===== src/design/iwu_defs.svh =====
// constants for the interrupt and watchdog unit
`ifndef IWU_DEFS_SVH
`define IWU_DEFS_SVH
`define IWU_BIT_T0       0
`define IWU_BIT_PB       1
`define IWU_BIT_EXT      2
`define IWU_BIT_T1       3
`define IWU_BIT_WDT      6
`define IWU_VEC_SW       11'h001
`define IWU_VEC_HW       11'h008
`define IWU_FLAGS_RST    8'h00
`define IWU_OSC_HZ       32768
`define IWU_US_PER_S     1000000
`define IWU_T_3P5_US     3500
`define IWU_T_15_US      15000
`define IWU_T_60_US      60000
`define IWU_T_250_US     250000
`define IWU_PIN_MASK     6'h3F
`endif


===== src/design/iwu_pkg.sv =====
// types of the interrupt and watchdog unit
package iwu_pkg;
    typedef enum logic [1:0] {IWU_TO_3P5, IWU_TO_15, IWU_TO_60, IWU_TO_250} iwu_period_t;
    typedef enum logic {IWU_MODE_RESET, IWU_MODE_IRQ} iwu_wdt_mode_t;
endpackage


===== src/design/iwu_watchdog.sv =====
// watchdog counter with optional prescaler
`timescale 1ns/10ps
`include "iwu_defs.svh"
module iwu_watchdog
    import iwu_pkg::*;
#(
    parameter int OSC_DIV = 6104
) (
    input  wire logic          clk,
    input  wire logic          rst,
    input  wire logic          ce,
    input  wire logic          run,
    input  wire logic          clear,
    input  wire logic          pre_on,
    input  wire logic [2:0]    rate,
    input  wire iwu_wdt_mode_t mode,
    input  wire iwu_period_t   period,
    output logic               expire
);
    initial begin
        if (OSC_DIV < 1 || OSC_DIV > 65536) $error("OSC_DIV out of range");
    end

    // oscillator ticks per base period
    function automatic logic [13:0] ticks(input iwu_period_t p);
        case (p)
            IWU_TO_3P5: ticks = 14'(longint'(`IWU_OSC_HZ) * `IWU_T_3P5_US / `IWU_US_PER_S);
            IWU_TO_15:  ticks = 14'(longint'(`IWU_OSC_HZ) * `IWU_T_15_US / `IWU_US_PER_S);
            IWU_TO_60:  ticks = 14'(longint'(`IWU_OSC_HZ) * `IWU_T_60_US / `IWU_US_PER_S);
            default:    ticks = 14'(longint'(`IWU_OSC_HZ) * `IWU_T_250_US / `IWU_US_PER_S);
        endcase
    endfunction

    logic [15:0] osc_cnt, next_osc_cnt;
    logic [13:0] wdt_cnt, next_wdt_cnt;
    logic [7:0]  pre_cnt, next_pre_cnt;
    logic        next_expire;
    logic [7:0]  pre_lim;
    logic        osc_tick;

    always_comb begin
        if (mode == IWU_MODE_IRQ)
            pre_lim = 8'((9'h001 << ({1'b0, rate} + 4'h1)) - 9'h001);
        else
            pre_lim = 8'((9'h001 << rate) - 9'h001);
        osc_tick     = (osc_cnt == 16'(OSC_DIV - 1));
        next_osc_cnt = osc_tick ? 16'h0000 : osc_cnt + 16'h0001;
        next_pre_cnt = pre_cnt;
        next_wdt_cnt = wdt_cnt;
        next_expire  = 1'b0;
        if (clear) begin
            next_wdt_cnt = 14'h0000;
            next_pre_cnt = 8'h00;
        end else if (run && osc_tick) begin
            if (pre_on && pre_cnt != pre_lim) begin
                next_pre_cnt = pre_cnt + 8'h01;
            end else begin
                next_pre_cnt = 8'h00;
                if (wdt_cnt >= ticks(period) - 14'h0001) begin
                    next_wdt_cnt = 14'h0000;
                    next_expire  = 1'b1;
                end else begin
                    next_wdt_cnt = wdt_cnt + 14'h0001;
                end
            end
        end
    end

    always_ff @(posedge clk or posedge rst) begin
        if (rst) begin
            osc_cnt <= 16'h0000;
            wdt_cnt <= 14'h0000;
            pre_cnt <= 8'h00;
            expire  <= 1'b0;
        end else if (ce) begin
            osc_cnt <= next_osc_cnt;
            wdt_cnt <= next_wdt_cnt;
            pre_cnt <= next_pre_cnt;
            expire  <= next_expire;
        end
    end

    a_clear_counts: assert property (@(posedge clk) disable iff (rst)
        ce && clear |=> wdt_cnt == 14'h0000 && pre_cnt == 8'h00 && !expire)
        else $error("watchdog clear did not zero the counters");
    a_run_gate: assert property (@(posedge clk) disable iff (rst)
        ce && !run && !clear |=> wdt_cnt == $past(wdt_cnt) && !expire)
        else $error("watchdog counted while stopped");
endmodule


===== src/design/iwu_top.sv =====
// interrupt controller with watchdog, top level
`timescale 1ns/10ps
`include "iwu_defs.svh"
module iwu_top
    import iwu_pkg::*;
#(
    parameter int OSC_DIV = 6104
) (
    input  wire logic                 CLK,
    input  wire logic                 SYS_RST,
    input  wire logic                 CE,
    input  wire logic                 WDT_CFG_ENABLE,
    input  wire iwu_pkg::iwu_wdt_mode_t WDT_CFG_MODE,
    input  wire iwu_pkg::iwu_period_t WDT_CFG_PERIOD,
    input  wire logic                 WATCHDOG_RUN_BIT,
    input  wire logic                 PRESCALER_ASSIGN_BIT,
    input  wire logic [2:0]           PRESCALER_RATE_FIELD,
    input  wire logic                 WATCHDOG_CLEAR_INSTRUCTION,
    input  wire logic                 ENABLE_IRQ_INSTRUCTION,
    input  wire logic                 DISABLE_IRQ_INSTRUCTION,
    input  wire logic                 RETURN_FROM_IRQ_INSTRUCTION,
    input  wire logic                 SOFT_IRQ_INSTRUCTION,
    input  wire logic                 INSN_BOUNDARY,
    input  wire logic                 TIMER0_WRAP,
    input  wire logic                 TIMER1_WRAP,
    input  wire logic [5:0]           PORT_B_PINS,
    input  wire logic [5:0]           PORT_B_IS_INPUT,
    input  wire logic [5:0]           PORT_B_WAKE_ENABLE,
    input  wire logic                 EXTERNAL_IRQ_SELECT,
    input  wire logic                 EXTERNAL_EDGE_SELECT,
    input  wire logic [7:0]           IRQ_ENABLE_REGISTER,
    input  wire logic                 FLAG_WRITE,
    input  wire logic [7:0]           FLAG_WRITE_DATA,
    output logic [7:0]                IRQ_FLAG_REGISTER,
    output logic                      GLOBAL_IRQ_ENABLE,
    output logic                      TIMEOUT_STATUS_FLAG,
    output logic                      WDT_CHIP_RESET,
    output logic                      VECTOR_TAKE,
    output logic [10:0]               VECTOR_ADDR
);
    import iwu_pkg::*;

    // pin synchronisers
    logic [5:0] pb_s1, pb_s2, pb_old;
    logic [2:0] pb_arm;
    logic       pb_primed;
    always_ff @(posedge CLK or posedge SYS_RST) begin
        if (SYS_RST) begin
            pb_s1     <= 6'h00;
            pb_s2     <= 6'h00;
            pb_old    <= 6'h00;
            pb_arm    <= 3'h0;
        end else if (CE) begin
            pb_s1     <= PORT_B_PINS;
            pb_s2     <= pb_s1;
            pb_old    <= pb_s2;
            pb_arm    <= {pb_arm[1:0], 1'b1};
        end
    end
    // compare only once pb_s2 and pb_old both hold sampled pins
    assign pb_primed = pb_arm[2];

    logic wdt_expire;
    logic wdt_clear;
    assign wdt_clear = WATCHDOG_CLEAR_INSTRUCTION && PRESCALER_ASSIGN_BIT;

    iwu_watchdog #(.OSC_DIV(OSC_DIV)) u_wdt (
        .clk    (CLK),
        .rst    (SYS_RST),
        .ce     (CE),
        .run    (WDT_CFG_ENABLE && WATCHDOG_RUN_BIT),
        .clear  (wdt_clear),
        .pre_on (PRESCALER_ASSIGN_BIT),
        .rate   (PRESCALER_RATE_FIELD),
        .mode   (WDT_CFG_MODE),
        .period (WDT_CFG_PERIOD),
        .expire (wdt_expire)
    );

    // event detection
    logic [5:0] pb_mask, pb_change;
    logic       ext_rise, ext_fall, ext_event;
    logic [7:0] events;
    always_comb begin
        pb_mask = PORT_B_IS_INPUT & PORT_B_WAKE_ENABLE & `IWU_PIN_MASK;
        if (EXTERNAL_IRQ_SELECT)
            pb_mask[0] = 1'b0;
        pb_change = pb_primed ? ((pb_s2 ^ pb_old) & pb_mask) : 6'h00;
        ext_rise  = pb_primed && pb_s2[0] && !pb_old[0];
        ext_fall  = pb_primed && !pb_s2[0] && pb_old[0];
        ext_event = EXTERNAL_IRQ_SELECT && (EXTERNAL_EDGE_SELECT ? ext_rise : ext_fall);
        events = 8'h00;
        events[`IWU_BIT_T0]  = TIMER0_WRAP;
        events[`IWU_BIT_T1]  = TIMER1_WRAP;
        events[`IWU_BIT_PB]  = |pb_change;
        events[`IWU_BIT_EXT] = ext_event;
        events[`IWU_BIT_WDT] = wdt_expire && (WDT_CFG_MODE == IWU_MODE_IRQ);
    end

    // flags, global enable, vectoring
    logic [7:0]  flags, next_flags;
    logic        global_irq_enable, next_gie;
    logic        tsf, next_tsf;
    logic        next_chip_rst;
    logic        next_vtake;
    logic [10:0] vaddr, next_vaddr;
    logic        hw_pending;

    always_comb begin
        next_flags = flags;
        if (FLAG_WRITE)
            next_flags = flags & FLAG_WRITE_DATA;
        next_flags = next_flags | events;
        hw_pending = |(flags & IRQ_ENABLE_REGISTER);
        next_gie   = global_irq_enable;
        if (ENABLE_IRQ_INSTRUCTION || RETURN_FROM_IRQ_INSTRUCTION)
            next_gie = 1'b1;
        if (DISABLE_IRQ_INSTRUCTION)
            next_gie = 1'b0;
        next_vtake = 1'b0;
        next_vaddr = vaddr;
        if (INSN_BOUNDARY && SOFT_IRQ_INSTRUCTION) begin
            next_vtake = 1'b1;
            next_vaddr = `IWU_VEC_SW;
            next_gie   = 1'b0;
        end else if (INSN_BOUNDARY && global_irq_enable && hw_pending) begin
            next_vtake = 1'b1;
            next_vaddr = `IWU_VEC_HW;
            next_gie   = 1'b0;
        end
        next_tsf = tsf;
        if (wdt_clear)
            next_tsf = 1'b1;
        if (wdt_expire)
            next_tsf = 1'b0;
        next_chip_rst = wdt_expire && (WDT_CFG_MODE == IWU_MODE_RESET);
    end

    always_ff @(posedge CLK or posedge SYS_RST) begin
        if (SYS_RST) begin
            flags    <= `IWU_FLAGS_RST;
            global_irq_enable      <= 1'b0;
            tsf      <= 1'b1;
            vaddr    <= `IWU_VEC_HW;
            IRQ_FLAG_REGISTER   <= `IWU_FLAGS_RST;
            GLOBAL_IRQ_ENABLE   <= 1'b0;
            TIMEOUT_STATUS_FLAG <= 1'b1;
            WDT_CHIP_RESET      <= 1'b0;
            VECTOR_TAKE         <= 1'b0;
            VECTOR_ADDR         <= `IWU_VEC_HW;
        end else if (CE) begin
            flags    <= next_flags;
            global_irq_enable      <= next_gie;
            tsf      <= next_tsf;
            vaddr    <= next_vaddr;
            IRQ_FLAG_REGISTER   <= next_flags & IRQ_ENABLE_REGISTER;
            GLOBAL_IRQ_ENABLE   <= next_gie;
            TIMEOUT_STATUS_FLAG <= next_tsf;
            WDT_CHIP_RESET      <= next_chip_rst;
            VECTOR_TAKE         <= next_vtake;
            VECTOR_ADDR         <= next_vaddr;
        end
    end

    // checks
    a_sw_vector: assert property (@(posedge CLK) disable iff (SYS_RST)
        CE && INSN_BOUNDARY && SOFT_IRQ_INSTRUCTION |=> VECTOR_TAKE && VECTOR_ADDR == `IWU_VEC_SW
            && !GLOBAL_IRQ_ENABLE)
        else $error("software vector not taken");
    a_hw_vector: assert property (@(posedge CLK) disable iff (SYS_RST)
        CE && INSN_BOUNDARY && !SOFT_IRQ_INSTRUCTION && global_irq_enable && hw_pending
            |=> VECTOR_TAKE && VECTOR_ADDR == `IWU_VEC_HW && !GLOBAL_IRQ_ENABLE)
        else $error("hardware vector not taken");
    a_hw_blocked: assert property (@(posedge CLK) disable iff (SYS_RST)
        CE && !global_irq_enable && !SOFT_IRQ_INSTRUCTION |=> !VECTOR_TAKE)
        else $error("vector taken with global enable low");
    a_flag_sticky: assert property (@(posedge CLK) disable iff (SYS_RST)
        CE && flags[`IWU_BIT_T0] && !(FLAG_WRITE && !FLAG_WRITE_DATA[`IWU_BIT_T0])
            |=> flags[`IWU_BIT_T0])
        else $error("timer0 flag lost");
    a_t1_set: assert property (@(posedge CLK) disable iff (SYS_RST)
        CE && TIMER1_WRAP |=> flags[`IWU_BIT_T1])
        else $error("timer1 flag not set");
    a_t0_set: assert property (@(posedge CLK) disable iff (SYS_RST)
        CE && TIMER0_WRAP |=> flags[`IWU_BIT_T0])
        else $error("timer0 flag not set");
    a_flag_view: assert property (@(posedge CLK) disable iff (SYS_RST)
        CE |=> (IRQ_FLAG_REGISTER & ~$past(IRQ_ENABLE_REGISTER)) == 8'h00)
        else $error("masked flag visible");
    a_wdt_irq: assert property (@(posedge CLK) disable iff (SYS_RST)
        CE && wdt_expire && WDT_CFG_MODE == IWU_MODE_IRQ |=> flags[`IWU_BIT_WDT] && !tsf)
        else $error("watchdog flag not set");
    a_wdt_reset: assert property (@(posedge CLK) disable iff (SYS_RST)
        CE && wdt_expire && WDT_CFG_MODE == IWU_MODE_RESET |=> WDT_CHIP_RESET ##1 !WDT_CHIP_RESET
            || !CE)
        else $error("watchdog reset pulse wrong");
    a_wdt_clear: assert property (@(posedge CLK) disable iff (SYS_RST)
        CE && wdt_clear && !wdt_expire |=> tsf)
        else $error("timeout status not set by clear");
    a_reti_gie: assert property (@(posedge CLK) disable iff (SYS_RST)
        CE && RETURN_FROM_IRQ_INSTRUCTION && !DISABLE_IRQ_INSTRUCTION
            && !(INSN_BOUNDARY && (SOFT_IRQ_INSTRUCTION || (global_irq_enable && hw_pending)))
            |=> GLOBAL_IRQ_ENABLE)
        else $error("return did not set global enable");
endmodule


===== config.mk =====
export PLATFORM = sky130hd
export DESIGN_NAME = iwu_top
export DESIGN_NICKNAME = d
export VERILOG_FILES = /design/src/design/iwu_pkg.sv /design/src/design/iwu_watchdog.sv /design/src/design/iwu_top.sv
export VERILOG_INCLUDE_DIRS = /design/src /design/src/design
export SDC_FILE = /design/constraint.sdc
export NUM_CORES = 1
export LEC_CHECK = 0
export BUFFER_PORTS_ARGS = -buffer_cell sky130_fd_sc_hd__buf_2
export CAP_MARGIN = 25
export CORE_MARGIN = 5
export CORE_UTILIZATION = 55
export CTS_BUF_LIST = sky130_fd_sc_hd__clkbuf_16
export CTS_CLUSTER_SIZE = 12
export DETAILED_ROUTE_END_ITERATION = 8
export PLACE_DENSITY = 0.78
export SYNTH_ARGS = -nofsm -noshare
export SYNTH_HDL_FRONTEND = slang
export SYNTH_SLANG_ARGS = --single-unit

===== constraint.sdc =====
create_clock -name CLK -period 2.8 [get_ports CLK]
set_input_delay 0.14 -clock CLK [delete_from_list [all_inputs] [get_ports CLK]]
set_output_delay 0.14 -clock CLK [all_outputs]
set_load 0.02 [all_outputs]

==> results.py, run 1 <==
metrics = {
    "synthesis": {
        "yosysUniqueCellTypes": 59,
        "synthXorXnorAreaFrac": 0.0607,
        "async_flop_share": 1.00,
        "synth_warnings": 0,
        "synth_mux_area_frac": 0.0647,
        "synth_flop_cell": "dfrtp_1",
        "synth-compound-area-share": 0.165,
        "synth_edf_count": 0,
        "synth.top_cells.by_area": "dfrtp_1 42%, ha_1 5.8%, mux2_2 5.2%",
        "syn_area_um2": 4760,
        "synth-adder-area-share": 0.0578,
        "synthSimpleGateAreaFrac": 0.170,
        "yosysSeqAreaShare": 0.432,
        "netlist_instances": 472,
        "synth_top_cell_area_share": 0.421,
        "synth_area_per_cell_um2": 10.1,
        "synth_seq_cells": 82,
        "synth_largest_area_cell": "dfrtp_1",
        "synth_top_family_by_area": "simple AND/OR/NAND/NOR gates",
    },
    "timing": {
        "fin_skew_ns": 0.00756,
        "slew_violations": 0,
        "fin_crit_ns": 2.68,
        "tns_ns": 0,
        "finalSetupViolCount": 0,
        "whs_ns": 0.0247,
        "rsz0062_at_grt": "no",
        "fmax_mhz": 373,
        "worst_pin_slew_ns": 0.667,
        "hold_viol_final": 0,
        "post-route-period-util": 0.957,
        "setup_ws_ns": 0.119,
        "slew_headroom": 0.554,
    },
    "worst_setup_path": {
        "r2r_start": "u_wdt.osc_cnt[15]",
        "r2r_end": "u_wdt.pre_cnt[7]",
        "max_stage_delay_ns": 0.54,
        "criticalPathCategory": "input pin to register",
        "path_cells": "buf_2 > ha_4 > mux2_2 > nor2_4 > nand2_1 > ha_4 > inv_1 > nor4_1 > a311o_1 > o211a_1 > o41a_1 > or3_4 > o2bb2ai_1",
        "required_ns": 3.06,
        "critPathSlowestCell": "o41a_1",
        "critPathMostFrequentCell": "ha_4",
        "cp.arrival_ns": 2.94,
        "reg2regPathDepth": 7,
        "rrSetupSlack_ns": 0.18,
        "critPathCaptureType": "register",
        "startpoint_type": "input pin",
        "cp_max_fo": 7,
    },
    "clocking": {
        "clk_latency_ns": 0.34,
        "cts_buffers": 9,
        "cts-root-buf": "clkbuf_16",
        "cts.sinks": 82,
        "clockBufferDepth": 2,
        "path_clk_slew_ns": 0.06,
        "cts_htree_levels": 3,
        "cts_tree": "built",
    },
    "floorplanning": {
        "initial_utilization": 0.554,
        "die_x_um": 103,
        "die_h_um": 103,
        "die-area_um2": 10600,
        "ios": 80,
        "coreArea_um2": 8590,
        "rows": 34,
    },
    "finish": {
        "design_area_um2": 5750,
        "area_delta_synth_final_pct": 20.8,
        "mostFrequentLayoutCells": "80 x dfrtp_1, 70 x buf_2, 37 x nand2_1, 33 x nor2_1",
        "fin_nets": 646,
        "final_common_cell": "dfrtp_1",
        "num_antenna_cells": 0,
        "layout.cells.non_filler": 680,
        "drive_gt1_frac": 0.287,
    },
    "hold_path": {
        "holdCritStartpoint": "DISABLE_IRQ_INSTRUCTION",
        "hp-class": "input pin to register",
        "min_delay_path_depth": 2,
        "hold-path-endpoint": "global_irq_enable",
    },
    "placed_design": {
        "io_buffers": 70,
        "dpl_worst_slack_ns": -0.282,
        "dpl_cell_area_um2": 5350,
        "placed_cells": 662,
        "dp_hpwl_mm": 7.90,
        "gp_congestion": 0.867,
    },
    "detailed_routing": {
        "drc": 0,
        "ant_nets": 0,
        "totalWireLength_mm": 10.7,
        "wire_per_inst_um": 15.8,
        "drt-initial-drc-count": 125,
        "vias_per_cell": 5.74,
        "dr.pass1.iters": 4,
        "dr_total_vias": 3905,
    },
    "global_routing": {
        "grt_antenna_before_repair": 0,
        "grt_max_degree": 55,
        "track_usage": 0.219,
        "grt_pass1_wl_mm": 18.5,
        "first_global_vias": 3964,
        "overflow": 0,
    },
    "power_and_ir_drop": {
        "peakVddDrop_v": 0.000541,
        "power_density_nw_per_um2": 550,
        "p_leak_nw": 2.72,
    },
    "outcome": {
        "status": "finished clean",
    },
    "job": {
        "max_cap_violations": 0,
    },
}
## metal layers
metal,vias up,part of all wire,global-route usage
li1,1867,-,-
met1,1902,0.42,0.290
met2,113,0.52,0.374
met3,23,0.040,0.0257
met4,0,0.021,0.0687
met5,-,0,0
## flip-flops by register name, summed over array words and instances, names as in the netlist, 2 cells and up
register           count
u_wdt.osc_cnt         16
u_wdt.wdt_cnt         14
IRQ_FLAG_REGISTER      8
flags                  8
u_wdt.pre_cnt          8
pb_old                 6
pb_s1                  6
pb_s2                  6
pb_arm                 3
vaddr                  2
## worst max-delay path by stage
stage | from | slack [ns] | endpoint
floorplan | PRESCALER_RATE_FIELD[0] | 0.01 | u_wdt.wdt_cnt[1]
global placement | PRESCALER_RATE_FIELD[0] | -0.18 | u_wdt.wdt_cnt[12]
detailed placement | PRESCALER_RATE_FIELD[0] | -0.28 | u_wdt.wdt_cnt[11]
CTS | PRESCALER_RATE_FIELD[0] | 0.03 | u_wdt.wdt_cnt[11]
global route | PRESCALER_RATE_FIELD[0] | 0.009 | u_wdt.wdt_cnt[13]
finish | PRESCALER_RATE_FIELD[0] | 0.12 | u_wdt.wdt_cnt[1]
## critical path, delay by kind of cell
| kind | cells | cell delay (ns) |
|---|---|---|
| simple gates | 4 | 0.65 |
| buf+inv | 2 | 0.20 |
| fa+ha+maj | 2 | 0.43 |
| compound gates | 4 | 1.21 |
| mux | 1 | 0.31 |
## layout make-up
type	count	area, um2
Multi-Input combinational cell	353	2620
Tap cell	108	135
Clock buffer	9	225
Sequential cell	82	2050
Fill cell	672	2840
Timing Repair Buffer	99	581
Inverter	22	83.8
Clock inverter	7	53.8
## synthesized netlist by cell type, drive strengths merged (3+ instances only)
cell type and count:
o2111ai 3, nor2 35, nor4 4, o21ai 17, nand4 7, o2bb2ai 7, a21boi 3, nand2b 16
dfrtp 80, or3 7, mux2i 6, nand2 37, or2 6, mux2 22, o21a 4, xor2 19
o31ai 3, a21o 15, and2 3, a2111oi 12, inv 22, clkbuf 5, nand3 25, and3 7
ha 22, buf 18, nor3 6, a21oi 16, xnor2 14
## stage by stage
stage / total power, mW / utilization
floorplan: 1.87 / -
global placement: 2.03 / 0.622
detailed placement: 2.06 / 0.622
CTS: 3.17 / 0.657
global route: 3.33 / 0.669
finish: 3.16 / 0.669
## where the power goes
group          switching, mW  leakage [nW]  internal, mW  total, mW
clock                  0.495         0.140         0.608       1.10
combinational          0.313          1.54         0.286      0.599
sequential             0.141          1.04          1.32       1.46
total                  0.949          2.72          2.22       3.16
## kinds of logic (layout without fill, tap and decap cells)
family / after synthesis / count (layout)
muxes: 28 / 28
AOI/OAI and AO/OA: 101 / 101
DFF: 82 / 82
xor gates and xnor gates: 33 / 33
buffers and inverters: 45 / 137
other: 1 / 9
and+or+nand+nor: 160 / 160
adders and majority gates: 22 / 22
## what timing repair did
item / in CTS / in global routing
gates resized for setup: 0 / 14
buffers inserted: 0 / 0
endpoints found under the hold margin: 34 / 0
hold buffers: 2 / 0
setup endpoints to repair: 0 / 20
No activity file was read; power rests on OpenSTA's default activity.
==> run 2, diff against run 1 <==
CORE_MARGIN = 3   (was 5)
==> run 2 against run 1 <==
  * Die area is 7.6% lower
  * Via count is 1.0% lower
  * Final cell count is 0.74% lower
  * Maximum frequency is 0.16% lower
  * Sequential power hardly changed
  * Critical path type unchanged
==> results.py, run 2 (synthesis results as in run 1) <==
metrics = {
    "timing": {
        "whs_ns": 0.0272,
        "finalSetupViolCount": 0,
        "hold_viol_final": 0,
        "slew_headroom": 0.585,
        "worst_pin_slew_ns": 0.620,
        "setup_ws_ns": 0.115,
        "fmax_mhz": 372,
        "fin_crit_ns": 2.69,
        "post-route-period-util": 0.959,
        "fin_skew_ns": 0.00787,
        "slew_violations": 0,
    },
    "floorplanning": {
        "rows": 33,
        "coreArea_um2": 8300,
        "die_x_um": 99.0,
        "initial_utilization": 0.573,
        "die-area_um2": 9800,
        "die_h_um": 99.0,
        "ios": 80,
    },
    "hold_path": {
        "min_delay_path_depth": 2,
        "hp-class": "input pin to register",
    },
    "detailed_routing": {
        "wire_per_inst_um": 15.7,
        "totalWireLength_mm": 10.6,
        "ant_nets": 0,
        "vias_per_cell": 5.73,
        "drt-initial-drc-count": 195,
        "drc": 0,
        "dr_total_vias": 3865,
        "dr.pass1.iters": 4,
    },
    "worst_setup_path": {
        "path_cells": "buf_2 > ha_4 > mux2_2 > nor2_2 > nand2_1 > ha_4 > inv_1 > nor4_1 > a311o_1 > o211a_1 > o41a_1 > buf_6 > a2111oi_2 > a21o_1",
        "reg2regPathDepth": 7,
        "criticalPathCategory": "input pin to register",
        "crit_cells": 14,
        "critPathSlowestCell": "o41a_1",
        "max_stage_delay_ns": 0.53,
        "required_ns": 3.07,
        "cp.arrival_ns": 2.96,
        "critical_path_buf_inv_count": 3,
        "critPathMostFrequentCell": "ha_4",
        "critPathCaptureType": "register",
        "startpoint_type": "input pin",
        "cp_top_family": "compound AO/OA/AOI/OAI gates",
        "cp_max_fo": 8,
    },
    "power_and_ir_drop": {
        "power_density_nw_per_um2": 563,
        "p_leak_nw": 2.72,
        "power_frac_clock": 0.357,
        "p_comb_frac": 0.185,
        "switching_power_uw": 973,
        "swShare": 0.304,
        "peakVddDrop_v": 0.000433,
        "power.internal_mw": 2.23,
        "power_frac_seq": 0.457,
    },
    "finish": {
        "top_register": "u_wdt.osc_cnt",
        "area_delta_synth_final_pct": 19.6,
        "drive_gt1_frac": 0.284,
        "num_antenna_cells": 0,
        "largest_reg_flops": 16,
        "mostFrequentLayoutCells": "80 x dfrtp_1, 70 x buf_2, 37 x nand2_1, 34 x nor2_1, 25 x nand3_1",
        "final_common_cell": "dfrtp_1",
        "fin_nets": 644,
        "top_regs": "u_wdt.osc_cnt: 16 flops, u_wdt.wdt_cnt: 14 flops",
    },
    "clocking": {
        "path_clk_slew_ns": 0.07,
        "cts.sinks": 82,
        "clockBufferDepth": 2,
        "cts_tree": "built",
        "cts-root-buf": "clkbuf_16",
        "clk_latency_ns": 0.34,
        "cts_buffers": 9,
        "cts_setup_buffers": 0,
        "cts_htree_levels": 3,
    },
    "placed_design": {
        "io_buffers": 70,
        "dpl_worst_slack_ns": -0.283,
        "gp_congestion": 0.937,
        "dp_hpwl_mm": 7.71,
    },
    "global_routing": {
        "overflow": 0,
        "first_global_vias": 3917,
        "grt_pass1_wl_mm": 17.7,
        "grt_antenna_before_repair": 0,
        "track_usage": 0.222,
        "grt_max_degree": 83,
    },
    "outcome": {
        "status": "finished clean",
    },
    "job": {
        "max_cap_violations": 0,
    },
}
==> run 2: cell count changes in the layout (fill, tap and decap cells not counted), moves of 2 or more <==
cell / change
a2111oi_2: +6
a2111oi_4: -5
buf_4: -3
inv_6: +3
clkinv_2: -2
clkinv_4: -2
==> run 2: path summary, 6_finish.rpt <==
path                                          from           endpoint  slack, ns
min                                 PORT_B_PINS[4]           pb_s1[4]       0.03
max in group asynchronous                  SYS_RST                tsf       2.00
min reg2reg                      u_wdt.osc_cnt[15]  u_wdt.osc_cnt[15]       0.47
max                        PRESCALER_RATE_FIELD[0]   u_wdt.wdt_cnt[3]       0.11
min in group asynchronous                  SYS_RST           pb_s1[1]       0.45
max reg2reg                      u_wdt.osc_cnt[11]   u_wdt.pre_cnt[7]       0.15
==> run 2: timing repair <==
action,in CTS,in global routing
endpoints found under the setup margin,0,16
hold buffers,3,0
gates resized for setup,0,9
endpoints found under the hold margin,82,0
==> run 2: through the flow <==
| stage | utilization | area, um2 | TNS (ns) | total power [mW] | cells |
|---|---|---|---|---|---|
| global placement | 0.642 | 5330 | -2.03 | 2.02 | 656 |
| detailed placement | 0.642 | 5330 | -3.79 | 2.06 | 656 |
| finish | 0.686 | 5690 | 0 | 3.20 | 675 |
| CTS | 0.681 | 5650 | 0 | 3.21 | 675 |
| global route | 0.686 | 5690 | -0.0942 | 3.37 | 675 |
| floorplan | - | 4810 | 0 | 1.87 | 480 |
==> run 2: power by group through the flow <==
stage / Sequential [mW] / Clock [mW] / Combinational (mW)
2_1_floorplan: 1.47 / 0 / 0.400
3_3_place_gp: 1.47 / 0 / 0.553
3_5_place_dp: 1.48 / 0 / 0.580
4_1_cts: 1.46 / 1.16 / 0.586
5_1_grt: 1.49 / 1.21 / 0.668
6_report: 1.47 / 1.14 / 0.594
==> run 2: layout make-up <==
cell class	instances	area [um2]
Clock inverter	7	63.8
Clock buffer	9	225
Sequential cell	82	2050
Inverter	22	83.8
Multi-Input combinational cell	353	2560
Tap cell	105	131
Timing Repair Buffer	97	577
Fill cell	622	2610
==> run 2: routing by layer <==
metal	GRT usage	up-vias	share of wire
li1	-	1876	-
met1	0.294	1897	0.45
met2	0.368	74	0.50
met3	0.0340	18	0.037
met4	0.0872	0	0.017
met5	0	-	0
==> run 3, diff against run 2 <==
ABC_AREA = 1   (was unset)
==> run 3 against run 2 <==
  * Critical path depth grew 5
  * Cell area shrank 1.2%
  * Total power grew 0.53%
  * Count of clock-buffer cells in the layout stayed put
  * Sequential share of layout area grew 0.43 points
  * Worst setup slack gained 0.27 ns
  * Core utilization down 1.8 points
  * Hold slack got worse by 0.023 ns
  * Synthesized cell count up 37%
  * Largest power group unchanged
==> results.py, run 3 <==
metrics = {
    "outcome": {
        "status": "finished clean",
    },
    "worst_setup_path": {
        "required_ns": 3.01,
        "r2r_start": "u_wdt.osc_cnt[0]",
        "criticalPathCategory": "input pin to register",
        "startpoint_type": "input pin",
        "reg2regPathDepth": 8,
        "critPathCaptureType": "register",
        "r2r_end": "u_wdt.pre_cnt[3]",
        "rrSetupSlack_ns": 0.47,
        "cp_max_fo": 15,
        "cp.arrival_ns": 2.63,
    },
    "timing": {
        "setup_ws_ns": 0.381,
        "fin_crit_ns": 2.42,
        "finalSetupViolCount": 0,
        "worst_pin_slew_ns": 0.620,
        "fin_skew_ns": 0.00832,
        "hold_viol_final": 0,
        "rsz0062_at_grt": "no",
        "slew_headroom": 0.586,
        "slew_violations": 0,
        "tns_ns": 0,
        "post-route-period-util": 0.864,
        "whs_ns": 0.00464,
        "fmax_mhz": 413,
    },
    "synthesis": {
        "synth_largest_area_cell": "dfrtp_1",
        "synth.top_cells.by_area": "dfrtp_1 41%, nand2_1 14%, inv_1 5.8%",
        "synth_top_cell_area_share": 0.410,
        "yosysSeqAreaShare": 0.420,
        "synth_area_per_cell_um2": 7.58,
        "syn_area_um2": 4890,
        "synth_warnings": 0,
        "netlist_instances": 645,
        "yosys.cell_count.top_type": "nand2_1",
        "synth_edf_count": 0,
        "yosysUniqueCellTypes": 35,
        "synth_flop_cell": "dfrtp_1",
        "async_flop_share": 1.00,
        "yosys-top-cells-count": "184 x nand2_1, 80 x dfrtp_1, 75 x inv_1, 61 x nor2_1, 46 x o21ai_0",
        "synth_seq_cells": 82,
    },
    "finish": {
        "top_regs": "u_wdt.osc_cnt: 16 flops, u_wdt.wdt_cnt: 14 flops",
        "mostFrequentLayoutCells": "184 x nand2_1, 80 x dfrtp_1, 74 x inv_1, 70 x buf_2, 61 x nor2_1",
        "final_core_util": 0.668,
        "regArea_um2": 2050,
        "design_area_um2": 5620,
        "area_delta_synth_final_pct": 15.1,
        "final_common_cell": "nand2_1",
        "fill_cells": 723,
        "layout.cells.non_filler": 828,
        "multiInputGateArea_um2": 2420,
        "num_antenna_cells": 0,
        "largest_reg_flops": 16,
        "drive_gt1_frac": 0.155,
        "top_register": "u_wdt.osc_cnt",
        "fin_nets": 797,
    },
    "placed_design": {
        "dp_hpwl_mm": 8.04,
        "dpl_worst_slack_ns": 0.0758,
        "dpl_cell_area_um2": 5300,
        "io_buffers": 70,
        "placed_cells": 808,
        "gp_congestion": 0.901,
    },
    "hold_path": {
        "holdCritStartpoint": "PORT_B_PINS[0]",
        "min_delay_path_depth": 3,
        "hold-path-endpoint": "pb_s1[0]",
        "hp-class": "input pin to register",
    },
    "clocking": {
        "cts-root-buf": "clkbuf_16",
        "cts.sinks": 82,
        "clk_latency_ns": 0.34,
        "post_cts_resize_count": 0,
        "cts_tree": "built",
        "cts_buffers": 9,
        "clockBufferDepth": 2,
        "cts_htree_levels": 3,
        "path_clk_slew_ns": 0.07,
    },
    "power_and_ir_drop": {
        "power_mw": 3.22,
        "peakVddDrop_v": 0.000412,
        "power_density_nw_per_um2": 573,
        "p_leak_nw": 2.93,
    },
    "floorplanning": {
        "rows": 33,
        "die_x_um": 100,
        "coreArea_um2": 8420,
        "initial_utilization": 0.580,
        "die_h_um": 100,
        "die-area_um2": 10100,
        "ios": 80,
    },
    "detailed_routing": {
        "vias_per_cell": 5.32,
        "dr.pass1.iters": 5,
        "totalWireLength_mm": 11.1,
        "drt-initial-drc-count": 252,
        "wire_per_inst_um": 13.4,
        "ant_nets": 0,
        "dr_total_vias": 4409,
        "drc": 0,
    },
    "global_routing": {
        "track_usage": 0.231,
        "grt_max_degree": 83,
        "grt_pass1_wl_mm": 19.0,
        "first_global_vias": 4322,
        "grt_antenna_before_repair": 0,
        "overflow": 0,
    },
    "job": {
        "max_cap_violations": 0,
    },
}
[run 3: cell types whose count changed after synthesis, sizes merged, moves of 9 or more]
cell,delta
nor3,+9
nand2,+154
mux2,-22
a21o,-15
nand4,+24
nor2,+26
inv,+55
o21ai,+29
nand2b,-16
a2111oi,-12
[run 3: timing repair]
item | CTS | global route
hold buffers | 4 | 0
endpoints found under the hold margin | 83 | 0
buffers inserted | 0 | 0
[run 3: how the worst max path moves through the flow]
stage | from | end | cells after the start
2_1_floorplan | SYS_RST | IRQ_FLAG_REGISTER[0] | 1
3_3_place_gp | PRESCALER_RATE_FIELD[0] | u_wdt.pre_cnt[4] | 19
3_5_place_dp | PRESCALER_RATE_FIELD[0] | u_wdt.pre_cnt[3] | 19
4_1_cts | PRESCALER_RATE_FIELD[0] | u_wdt.pre_cnt[3] | 19
5_1_grt | PRESCALER_RATE_FIELD[0] | u_wdt.pre_cnt[3] | 20
6_report | PRESCALER_RATE_FIELD[0] | u_wdt.pre_cnt[3] | 19
[run 3: area by class of cell]
cell class,count,area share
Inverter,77,0.0516
Multi-Input combinational cell,469,0.431
Timing Repair Buffer,79,0.0783
Clock buffer,9,0.0400
Clock inverter,7,0.0105
Tap cell,105,0.0234
Sequential cell,82,0.365
[run 3: logic make-up (layout without fill, tap and decap cells)]
kind of cell | Yosys count | count (layout) | synth area share
buffers and inverters | 102 | 172 | 0.0896
DFF | 82 | 82 | 0.420
adders and majority gates | 22 | 22 | 0.0563
xor gates and xnor gates | 25 | 25 | 0.0448
other | 1 | 9 | 0.000768
AOI/OAI and AO/OA | 70 | 70 | 0.0776
and+or+nand+nor | 343 | 343 | 0.310
[run 3: power breakdown]
group	leakage [nW]	switching, mW	internal (mW)	total [mW]
sequential	1.05	0.130	1.32	1.45
combinational	1.74	0.398	0.240	0.638
clock	0.139	0.514	0.616	1.13
total	2.93	1.04	2.18	3.22
[run 3: critical path, stage by stage]
cell and delay [ns]:
buf_2 0.11, ha_1 0.28, nand2_1 0.06, nand2_1 0.09, inv_2 0.10, nand2_1 0.07, nor2_1 0.14, inv_1 0.06
ha_1 0.30, xor2_1 0.13, nand3_1 0.08, nor3_1 0.17, nand2_1 0.07, nor2_1 0.08, nand2_1 0.10, nand3_2 0.09
nand2_2 0.22, inv_1 0.25, nor2_1 0.08
[run 3: per-layer routing]
layer,vias up,wire length [um],track usage
met3,14,497,0.0452
li1,2212,-,-
met5,-,0,0
met4,0,119,0.0518
met2,105,5850,0.415
met1,2078,4600,0.287
